File: config.mk
export PLATFORM = sky130hd
export DESIGN_NAME = host_serial_register_port
export DESIGN_NICKNAME = d
export VERILOG_FILES = /design/src/rtl/host_serial_register_port.v /design/src/rtl/word_fifo.v
export VERILOG_INCLUDE_DIRS = /design/src /design/src/rtl
export SDC_FILE = /design/constraint.sdc
export NUM_CORES = 1
export LEC_CHECK = 0
export BUFFER_PORTS_ARGS = -buffer_cell sky130_fd_sc_hd__buf_2
export CAP_MARGIN = 20
export CELL_PAD_IN_SITES_DETAIL_PLACEMENT = 1
export CELL_PAD_IN_SITES_GLOBAL_PLACEMENT = 2
export CORE_ASPECT_RATIO = 0.8
export CORE_MARGIN = 5
export CORE_UTILIZATION = 25
export CTS_CLUSTER_DIAMETER = 120
export DETAILED_ROUTE_END_ITERATION = 16
export MAX_ROUTING_LAYER = met4
export PLACE_DENSITY = 0.61
export SETUP_SLACK_MARGIN = 0.5
export SYNTH_ARGS = -nofsm -noshare
export SYNTH_HDL_FRONTEND = slang
export SYNTH_SLANG_ARGS = --single-unit
File: constraint.sdc
create_clock -name sys_clk -period 3.8 [get_ports sys_clk]
set_input_delay 0.57 -clock sys_clk [delete_from_list [all_inputs] [get_ports sys_clk]]
set_output_delay 0.57 -clock sys_clk [all_outputs]
set_load 0.03 [all_outputs]
File: src/rtl/host_serial_port_regs.vh
// constants for the host serial register port
`ifndef HOST_SERIAL_PORT_REGS_VH
`define HOST_SERIAL_PORT_REGS_VH

// ==========================================
// timing
`define SYS_CLK_MHZ 20
`define WR_LATENCY_US 250

// ==========================================
// address decode
`define CMD_RESET 8'h01
`define ADDR_DATA_BIT 7
`define ADDR_WIDE_BIT 6
`define ADDR_READ_BIT 5
`define STATUS_ADDR 8'he6
`define MASK_ADDR 8'hce

// ==========================================
// status and mask layout
`define ST_IRQ_BIT 15
`define ST_PROG_BIT 0
`define STATUS_RESET 16'h0000
`define FLAGS_RESET 14'h0000
`define MASK_RESET 16'h0000

// ==========================================
// write queue
`define WQ_WIDTH 24
`define WQ_DEPTH 8
`define WQ_AW 3

`endif

File: src/rtl/host_serial_register_port.v
// serial host port bridging a host controller to internal registers
`timescale 1ns/1ps
`include "host_serial_port_regs.vh"
`default_nettype none

module host_serial_register_port #(
	parameter LATE_CYCLES = `WR_LATENCY_US * `SYS_CLK_MHZ
) (
	input wire sys_clk, // system clock, 20 MHz
	input wire rst, // synchronous reset, active high
	input wire chip_select_n, // host chip select, active low
	input wire serial_clock, // host serial clock
	input wire command_data, // host command data
	output reg reply_data, // reply data to host
	output reg reply_data_oe, // reply pin driven
	output reg host_interrupt_n_o, // interrupt pin level when driven
	output reg host_interrupt_n_oe, // interrupt pin pulled low
	output reg rd_req, // read request pulse
	output reg [7:0] rd_addr, // read register address
	input wire [15:0] rd_data, // read value, cycle after rd_req
	output reg wr_valid, // written word available
	input wire wr_ready, // written word consumed
	output reg [7:0] wr_addr, // written register address
	output reg [15:0] wr_data, // written register value
	output reg general_reset, // reset command pulse
	output reg write_late, // a write waited past its latency
	output reg write_overrun, // a write was lost to a full queue
	input wire [14:1] status_event, // status condition pulses
	input wire prog_flag // programming flag level
);

// ==========================================
// states
localparam ST_ADDR = 4'b0001;
localparam ST_WDATA = 4'b0010;
localparam ST_RDATA = 4'b0100;
localparam ST_DONE = 4'b1000;

// ==========================================
// decode helpers
function [1:0] len_of;
	input [7:0] a;
	begin
		if (!a[`ADDR_DATA_BIT])
			len_of = 2'd0;
		else if (a[`ADDR_WIDE_BIT])
			len_of = 2'd2;
		else
			len_of = 2'd1;
	end
endfunction

function is_read;
	input [7:0] a;
	begin
		is_read = a[`ADDR_DATA_BIT] && a[`ADDR_READ_BIT];
	end
endfunction

// ==========================================
// pin synchronisers
reg [2:0] pin_s1;
reg [2:0] pin_s2;
reg sclk_d;
wire cs_active;
wire sclk_rise;
wire sclk_fall;
wire mosi;

// two stages for chip select, serial clock, command data
always @(posedge sys_clk)
begin
	if (rst)
	begin
		pin_s1 <= 3'h7;
		pin_s2 <= 3'h7;
		sclk_d <= 1'b1; // matches synchroniser idle, no false edge
	end
	else
	begin
		pin_s1 <= {chip_select_n, serial_clock, command_data};
		pin_s2 <= pin_s1;
		sclk_d <= pin_s2[1];
	end
end

assign cs_active = ~pin_s2[2];
assign sclk_rise = pin_s2[1] & ~sclk_d;
assign sclk_fall = ~pin_s2[1] & sclk_d;
assign mosi = pin_s2[0];

// ==========================================
// byte assembly
reg [3:0] state;
reg [2:0] bit_cnt;
reg [6:0] shreg;
reg [7:0] addr;
reg [1:0] bytes_left;
reg wide;
reg [15:0] wbuf; // last two data bytes, upper first
reg [15:0] rd_shift;
reg rd_phase;
reg rd_load;
reg wr_commit;
reg status_clr;
wire byte_done;
wire [7:0] byte_in;

assign byte_done = cs_active && sclk_rise && (bit_cnt == 3'd7);
assign byte_in = {shreg, mosi};

// ==========================================
// status and mask
reg [15:0] mask;
reg [14:1] flags;
reg irq;
reg prog;
reg [15:0] next_mask;
wire [14:1] flag_rise;
wire mask_hit;

assign flag_rise = status_event & ~flags;
assign mask_hit = |(flag_rise & mask[14:1]) | |((next_mask[14:1] & ~mask[14:1]) & flags);

// ==========================================
// write queue signals
reg pend_valid;
reg [23:0] pend_word;
wire q_in_ready;
wire q_out_valid;
wire q_out_ready;
wire [23:0] q_out_data;

// transaction state machine
always @(posedge sys_clk)
begin
	if (rst || !cs_active)
	begin
		state <= ST_ADDR;
		bit_cnt <= 3'd0;
		shreg <= 7'h00;
		rd_phase <= 1'b0;
		rd_load <= 1'b0;
		wr_commit <= 1'b0;
		status_clr <= 1'b0;
		general_reset <= 1'b0;
		rd_req <= 1'b0;
		if (rst)
		begin
			addr <= 8'h00;
			bytes_left <= 2'd0;
			wide <= 1'b0;
			wbuf <= 16'h0000;
			rd_addr <= 8'h00;
		end
	end
	else
	begin
		rd_req <= 1'b0;
		rd_load <= rd_req;
		wr_commit <= 1'b0;
		status_clr <= 1'b0;
		general_reset <= 1'b0;
		if (sclk_rise)
		begin
			shreg <= byte_in[6:0];
			bit_cnt <= bit_cnt + 3'd1;
		end
		if (byte_done)
		begin
			case (state)
			ST_ADDR:
			begin
				addr <= byte_in;
				bytes_left <= len_of(byte_in);
				wide <= (len_of(byte_in) == 2'd2);
				if (len_of(byte_in) == 2'd0)
				begin
					general_reset <= (byte_in == `CMD_RESET);
					state <= ST_DONE;
				end
				else if (is_read(byte_in))
				begin
					state <= ST_RDATA;
					rd_phase <= 1'b1;
					if (byte_in == `STATUS_ADDR)
						status_clr <= 1'b1;
					else
					begin
						rd_req <= 1'b1;
						rd_addr <= byte_in;
					end
				end
				else
					state <= ST_WDATA;
			end
			ST_WDATA:
			begin
				wbuf <= {wbuf[7:0], byte_in};
				bytes_left <= bytes_left - 2'd1;
				if (bytes_left == 2'd1)
				begin
					wr_commit <= 1'b1;
					state <= ST_DONE;
				end
			end
			ST_RDATA:
			begin
				bytes_left <= bytes_left - 2'd1;
				if (bytes_left == 2'd1)
					state <= ST_DONE;
			end
			ST_DONE:
			begin
				state <= ST_DONE; // extra bytes ignored
			end
			default:
			begin
				state <= ST_ADDR;
			end
			endcase
		end
	end
end

// reply shifter, changes on falling edges so bits hold through high
always @(posedge sys_clk)
begin
	if (rst)
	begin
		rd_shift <= 16'h0000;
		reply_data <= 1'b0;
		reply_data_oe <= 1'b0;
	end
	else
	begin
		reply_data_oe <= cs_active && rd_phase;
		if (status_clr)
			rd_shift <= wide ? {irq, flags, prog} : {flags[7:1], prog, 8'h00};
		else if (rd_load)
			rd_shift <= wide ? rd_data : {rd_data[7:0], 8'h00};
		else if (cs_active && rd_phase && sclk_fall && state == ST_RDATA)
		begin
			reply_data <= rd_shift[15];
			rd_shift <= {rd_shift[14:0], 1'b0};
		end
		if (!cs_active)
			reply_data <= 1'b0;
	end
end

// mask next value from a completed mask write
always @*
begin
	next_mask = mask;
	if (wr_commit && addr == `MASK_ADDR)
		next_mask = wide ? wbuf : {mask[15:8], wbuf[7:0]};
end

// status flags: a new event wins over a read clear
always @(posedge sys_clk)
begin
	if (rst)
	begin
		mask <= `MASK_RESET;
		flags <= `FLAGS_RESET;
		irq <= 1'b0;
		prog <= 1'b0;
		host_interrupt_n_o <= 1'b0;
		host_interrupt_n_oe <= 1'b0;
	end
	else
	begin
		mask <= next_mask;
		prog <= prog_flag; // not cleared by a status read
		flags <= (flags & ~{14{status_clr}}) | status_event;
		irq <= (irq & ~status_clr) | mask_hit;
		host_interrupt_n_o <= 1'b0;
		host_interrupt_n_oe <= irq & mask[`ST_IRQ_BIT];
	end
end

// ==========================================
// write hand-off into the queue
always @(posedge sys_clk)
begin
	if (rst)
	begin
		pend_valid <= 1'b0;
		pend_word <= 24'h000000;
		write_overrun <= 1'b0;
	end
	else
	begin
		if (pend_valid && q_in_ready)
			pend_valid <= 1'b0;
		if (wr_commit && addr != `MASK_ADDR)
		begin
			if (pend_valid && !q_in_ready)
				write_overrun <= 1'b1;
			else
			begin
				pend_valid <= 1'b1;
				pend_word <= {addr, wide ? wbuf : {8'h00, wbuf[7:0]}};
			end
		end
	end
end

word_fifo #(
	.WIDTH(`WQ_WIDTH),
	.DEPTH(`WQ_DEPTH),
	.AW(`WQ_AW)
) u_queue (
	.clk(sys_clk),
	.rst(rst),
	.in_valid(pend_valid),
	.in_ready(q_in_ready),
	.in_data(pend_word),
	.out_valid(q_out_valid),
	.out_ready(q_out_ready),
	.out_data(q_out_data)
);

assign q_out_ready = !wr_valid || wr_ready;

// output stage and latency watch
reg [31:0] wait_cnt;
always @(posedge sys_clk)
begin
	if (rst)
	begin
		wr_valid <= 1'b0;
		wr_addr <= 8'h00;
		wr_data <= 16'h0000;
		wait_cnt <= 32'd0;
		write_late <= 1'b0;
	end
	else
	begin
		if (q_out_ready)
		begin
			wr_valid <= q_out_valid;
			wr_addr <= q_out_data[23:16];
			wr_data <= q_out_data[15:0];
		end
		if (!wr_valid || wr_ready)
			wait_cnt <= 32'd0;
		else
			wait_cnt <= wait_cnt + 32'd1;
		if (wait_cnt >= LATE_CYCLES)
			write_late <= 1'b1;
	end
end

endmodule
`default_nettype wire

File: src/rtl/word_fifo.v
// synchronous fifo with valid and ready on both sides
`timescale 1ns/1ps
`default_nettype none

module word_fifo #(
	parameter WIDTH = 24,
	parameter DEPTH = 8,
	parameter AW = 3
) (
	input wire clk, // system clock
	input wire rst, // synchronous reset, active high
	input wire in_valid, // word offered
	output wire in_ready, // space available
	input wire [WIDTH-1:0] in_data, // word in
	output wire out_valid, // word available
	input wire out_ready, // word taken
	output wire [WIDTH-1:0] out_data // oldest word
);

reg [WIDTH-1:0] mem [0:DEPTH-1];
reg [AW-1:0] wr_ptr;
reg [AW-1:0] rd_ptr;
reg [AW:0] count;
wire push;
wire pop;

// ==========================================
// flags and handshakes
assign in_ready = (count != DEPTH[AW:0]);
assign out_valid = (count != {(AW+1){1'b0}});
assign out_data = mem[rd_ptr];
assign push = in_valid && in_ready;
assign pop = out_valid && out_ready;

// storage write
always @(posedge clk)
begin
	if (push)
		mem[wr_ptr] <= in_data;
end

// pointers and fill count
always @(posedge clk)
begin
	if (rst)
	begin
		wr_ptr <= {AW{1'b0}};
		rd_ptr <= {AW{1'b0}};
		count <= {(AW+1){1'b0}};
	end
	else
	begin
		if (push)
			wr_ptr <= (wr_ptr == DEPTH[AW-1:0] - 1'b1) ? {AW{1'b0}} : wr_ptr + 1'b1;
		if (pop)
			rd_ptr <= (rd_ptr == DEPTH[AW-1:0] - 1'b1) ? {AW{1'b0}} : rd_ptr + 1'b1;
		if (push && !pop)
			count <= count + 1'b1;
		else if (pop && !push)
			count <= count - 1'b1;
	end
end

endmodule
`default_nettype wire

* Yosys cells after proc, flatten, opt, wreduce, memory -nomap -nowiden *
Memories as Yosys holds them, arrays and structs flattened. A register that Yosys moved wholly into a read port is not among the register bits.
Cells that the tools add are included.

storage, ports and cells
  flip-flop bits (word level) = 183
  bits in writable memories = 192
  output and inout bits = 41
  logic and storage cells = 186
  memories kept = 1

cells by class
  add/sub/neg operators = 7
  $lt $le $gt $ge = 1
  eq/ne operators = 18
  muxes and demuxes = 51
  bitwise logic cells = 26
  reductions and logical operators = 46

memory list
  memory       depth  width  read ports  clocked after memory_dff  write ports  RTL line        text
  u_queue.mem  8      24     1           1                         1            word_fifo.v:20  reg [WIDTH-1:0] mem [0:DEPTH-1];

operator list
  cell                                                                      number
  16-bit 2-to-1 mux                                                         10
  8-bit 2-to-1 mux                                                          10
  14-bit bitwise AND                                                        5
  14-bit inverter                                                           3
  32-bit by 1-bit adder with 32-bit output (second input constant)          1
  32-bit by 13-bit >= comparator with 1-bit output (second input constant)  1
  15-bit 2-to-1 mux                                                         2
  14-bit OR reduction                                                       2
  8-bit == test (second input constant)                                     2
  2-bit 2-to-1 mux                                                          8
  4-bit 2-to-1 mux                                                          4
  14-bit OR                                                                 1
  1-bit logical AND                                                         13
  1-bit 2-to-1 mux                                                          12
  4-bit case mux with 3 select lines                                        1
  3-bit AND reduction                                                       4
  1-bit inverter                                                            11
  2-bit nonzero test                                                        5
  3-bit by 1-bit adder with 3-bit output (second input constant)            3
  3-bit == test (second input constant)                                     3
  3-bit 2-to-1 mux                                                          3
  8-bit by 1-bit == test with 1-bit output (second input constant)          1
  8-bit inequality test (second input constant)                             1
  2-bit AND reduction                                                       4
  other kinds (26)                                                          39

* Longest topological paths before layout *
  depth after elaboration = 11
  gate-level depth with buffers = 12
  mapped depth without buffers = 12

* By module *
From an unflattened synthesis, not the netlist that was laid out.

second synthesis, totals
  cells, all modules = 1265
  area, all modules = 16102.9 µm²

by module, submodules not included
  module                     instances  cells an instance  area each (µm²)  sequential area each (µm²)
  host_serial_register_port  1          913                8196.6           4274.1
  word_fifo                  1          352                7906.3           6025.8

* Worst setup path after synthesis *
No wires, ideal clock.

  path type = reg-to-reg
  start point = register u_queue.count[0]
  end point = memory u_queue.mem[0][0], enable pin
  setup time = 0.466 ns
  data arrival time = 3.041 ns
  data required time = 3.334 ns
  path slack = 0.293 ns
  stages on the path, launching flop included = 5
  buffers on the path = 0
  clock period less this slack = 3.507 ns
  cells stage by stage = dfxtp_1 -> nor3_1 -> nand2_1 -> nand2_1 -> nor4_1

on the way
  longest elaborated chain between the ends = 4

RTL lines
  item                                    RTL line        text
  start: declaration                      word_fifo.v:23  reg [AW:0] count;
  start signal: assignment                word_fifo.v:49  count <= {(AW+1){1'b0}};
  start signal: assignment                word_fifo.v:58  count <= count + 1'b1;
  start signal: assignment                word_fifo.v:60  count <= count - 1'b1;
  4-bit inequality test                   word_fifo.v:29  assign in_ready = (count != DEPTH[AW:0]);
  1-bit logical AND                       word_fifo.v:32  assign push = in_valid && in_ready;
  1-bit 2-to-1 mux                        word_fifo.v:38  if (push)
  1-bit 2-to-1 mux (implied by the code)  word_fifo.v:39  mem[wr_ptr] <= in_data;
  end: declaration                        word_fifo.v:20

Every way passes these cells.

* Final worst setup path *
  start point = register u_queue.count[0]
  end point = register u_queue.count[3]

on the way
  longest elaborated chain between the ends = 5
  elaborated cells on any way between the ends = 13
  those cells by class = 2 x add/sub; 1 x eq/ne; 2 x mux; 8 x reduce/logical

RTL lines
  item                          RTL line        text
  4-bit inequality test *       word_fifo.v:29
  1-bit logical AND *           word_fifo.v:32
  via u_queue.push              word_fifo.v:24  wire push;
  1-bit logical NOT             word_fifo.v:59  else if (pop && !push)
  1-bit logical AND             word_fifo.v:59
  2-bit nonzero test (no line)  --

The timed path passes the listed nets; every way through them passes the cells marked *. The select of a mux whose other input is x is not followed.
A chain may end at the register's enable or synchronous reset.

==> results by group <==
Status
  – Status: finished clean

GRT
  – Initial antenna violation count: 0
  – Global-route wire length before repair: 61500 um
  – Total grt overflow: 0
  – Gr usage total: 12.0%
  – Number of global-route vias before repair: 10100
  – Largest net degree at the start of global routing: 79

Detailed routing
  – Total Wirelength: 39200 um
  – Routed len/inst: 18.2 um
  – Residual DRC count: 0
  – Vias: 9619
  – DRT iter0 DRCs: 466
  – First-pass DRT Iterations: 4
  – DR vias/cell: 4.46
  – Antenna Nets Post-Route: 0

Synth
  – Commonest cells in the synthesized netlist: edfxtp_1 (227), dfxtp_1 (171), nand2_1 (141)
  – Ys async rst share: 0%
  – Top cells by area, synth: edfxtp_1 (44%), dfxtp_1 (22%), mux4_2 (6.9%)
  – Library cells used by synthesis: 56
  – Top FF cell, synth: edfxtp_1
  – Top-count cell post-synth: edfxtp_1
  – Post-synthesis sequential area ratio: 65.6%
  – Ys Warns: 0
  – Syn Area/Cell: 12.9 um2
  – Post-Syn Nets: 1258
  – Synth area leader: edfxtp_1
  – Post-Syn Area: 0.0156 mm2
  – Post-Syn Instances: 1208
  – Area share of the largest cell type after synthesis: 43.7%
  – #FFs+latches synth: 398
  – Post-synth EDFFs: 227

CTS
  – H-tree depth: 2
  – Clock latency on the worst-skew pair: 0.57 ns
  – CTS clk-pin slew, worst paths: 0.06 ns
  – Hold-fix buffers, CTS: 0
  – # Post-CTS Setup Buffers: 0
  – CTS max path bufs: 3
  – Cts repair resizes: 0
  – CTS tree: done
  – Clock Root Buffer: clkbuf_16
  – CTS Buf Count: 43
  – Clock sink count: 398

Finish
  – Fin util: 29.9%
  – Layout area overhead: 17.9%
  – Area taken by multi-input logic gates: 0.00510 mm2
  – Final #Nets: 1343
  – Ant. Diodes: 0
  – Layout cell share with drive strength beyond 1: 18.3%
  – FF/Latch Area: 0.0102 mm2
  – Filler cell count: 6691

Timing
  – Max transition margin: 24.2%
  – Final Skew: 0.0268 ns
  – Final Max Slew Viols: 0
  – RSZ-0062 raised after global routing: no
  – Post-Route Setup TNS: 0 ns
  – Worst-margin pin slew: 1.14 ns
  – # setup viols final: 0
  – Post-route clock period utilization: 73.6%
  – Hold Vio Cnt, Final: 0
  – Max Freq: 357 MHz
  – Post-layout min period: 2.80 ns

Power
  – Leakage: 6.28 nW
  – PD cells: 569 mW/mm2
  – Peak VDD IR: 0.275 mV

Floorplan
  – Die Span X: 289 um
  – Die area: 0.0675 mm2
  – Core Box Area: 0.0615 mm2
  – I/O pin total: 78
  – Die height: 233 um
  – Initial Utilization: 25.4%
  – Rows: 81

Hold path
  – Worst hold path class: input pin to flop

Worst setup path
  – Worst setup EP type: flop
  – Arrival @ worst endpoint: 3.27 ns
  – Crit Path Max Fanout: 9
  – WS Path Type: flop to flop
  – Required time worst endpoint: 4.27 ns
  – Startpoint types: flop

Run
  – Max-cap violation count: 0

Place
  – RePlAce Congestion: 0.750
  – Port bufs: 76
  – HPWL Detailed: 25300 um
[area by class of cell]
type	instances	area share, %
sequential	398	55.7
multi-input combinational	736	27.7
clock buffer	62	6.57
tap	830	5.64
timing repair buffer	101	3.10
clock inverter	18	0.993
inverter	13	0.265
[routing by layer]
metal / track usage [%] / part of all wire (%)
met2: 18.6 / 46
met3: 2.00 / 3.3
met1: 16.5 / 48
met5: - / 0
met4: 2.88 / 1.9
[power by group]
part | total (mW) | switching, mW | internal (mW)
Sequential | 4.87 | 0.206 | 4.67
Clock | 4.17 | 1.74 | 2.43
Combinational | 1.43 | 0.774 | 0.659
[critical path, stage by stage (launching register included)]
cell and delay [ns]:
dfxtp_1 0.37, nor3_1 0.29, nand2_1 0.09, nand2_1 0.32, inv_1 0.15, ha_1 0.23, inv_1 0.13, ha_1 0.24
a21o_1 0.17, a21oi_1 0.17, xnor2_1 0.10, or3_1 0.31, a21oi_1 0.14
[sequential cells by signal, indices dropped and copies added (netlist names), 8 cells and up]
signal       count
rd_addr          8
pend_word       24
flags           14
wbuf            16
wr_addr          8
wait_cnt        32
addr             8
mask            15
u_queue.mem    192
rd_shift        16
wr_data         16
[worst paths after layout]
check | to | cells past startpoint | startpoint | slack, ns
hold / removal | pin_s1[1]$_SDFF_PP1_ | 2 | serial_clock | 0.18
setup reg to reg | u_queue.count[3]$_SDFFE_PP0P_ | 12 | u_queue.count[0]$_SDFFE_PP0P_ | 1.00
setup / recovery | u_queue.count[3]$_SDFFE_PP0P_ | 12 | u_queue.count[0]$_SDFFE_PP0P_ | 1.00
hold reg to reg | pin_s2[0]$_SDFF_PP1_ | 1 | pin_s1[0]$_SDFF_PP1_ | 0.41
[stage by stage]
stage          area (um2)  power (mW)  instances  worst slack, ns  hold WS, ns
6_report            18400        10.5       2158             1.00        0.177
5_1_grt             18400        11.0       2158            0.780        0.144
4_1_cts             18400        10.7       2158            0.975        0.132
3_5_place_dp        17000        6.46       2078             1.00        0.395
3_3_place_gp        17000        6.44       2078             1.03        0.393
2_1_floorplan       15600        5.99       1208            0.743        0.389
[cell usage in the layout (no fill, tap or decap), types with 4 or more instances in the layout]
cell type	netlist	final
edfxtp_1	227	227
dfxtp_1	171	169
nand2_1	141	141
nor2_1	124	120
a21oi_1	93	93
buf_2	13	75
mux2i_1	58	58
mux4_2	48	48
clkbuf_16	0	44
o21ai_0	33	33
and2_1	27	27
nand3_1	26	26
buf_4	2	26
xor2_1	23	23
o22ai_1	17	17
clkbuf_1	42	14
inv_1	13	13
ha_1	12	12
nor4_1	12	11
xnor2_1	11	11
or2_2	10	10
nand2b_1	9	9
nand4_1	9	9
nor2b_1	9	9
and3_1	9	9
clkinv_2	0	9
nand3b_1	7	7
a211oi_1	7	7
nor3_2	1	5
nor3_1	8	4
nor2_2	0	4
and4_1	4	4
clkbuf_8	0	4
[cells by family after synthesis]
family / Yosys count / synth area share, %
simple gates: 418 / 13.0
flops: 398 / 65.6
compound gates: 164 / 5.79
mux: 106 / 10.7
buf+inv: 74 / 1.93
xor+xnor: 34 / 1.91
fa+ha+maj: 13 / 1.09
other cells: 1 / 0.0240
(Power assumes the default switching activity.)
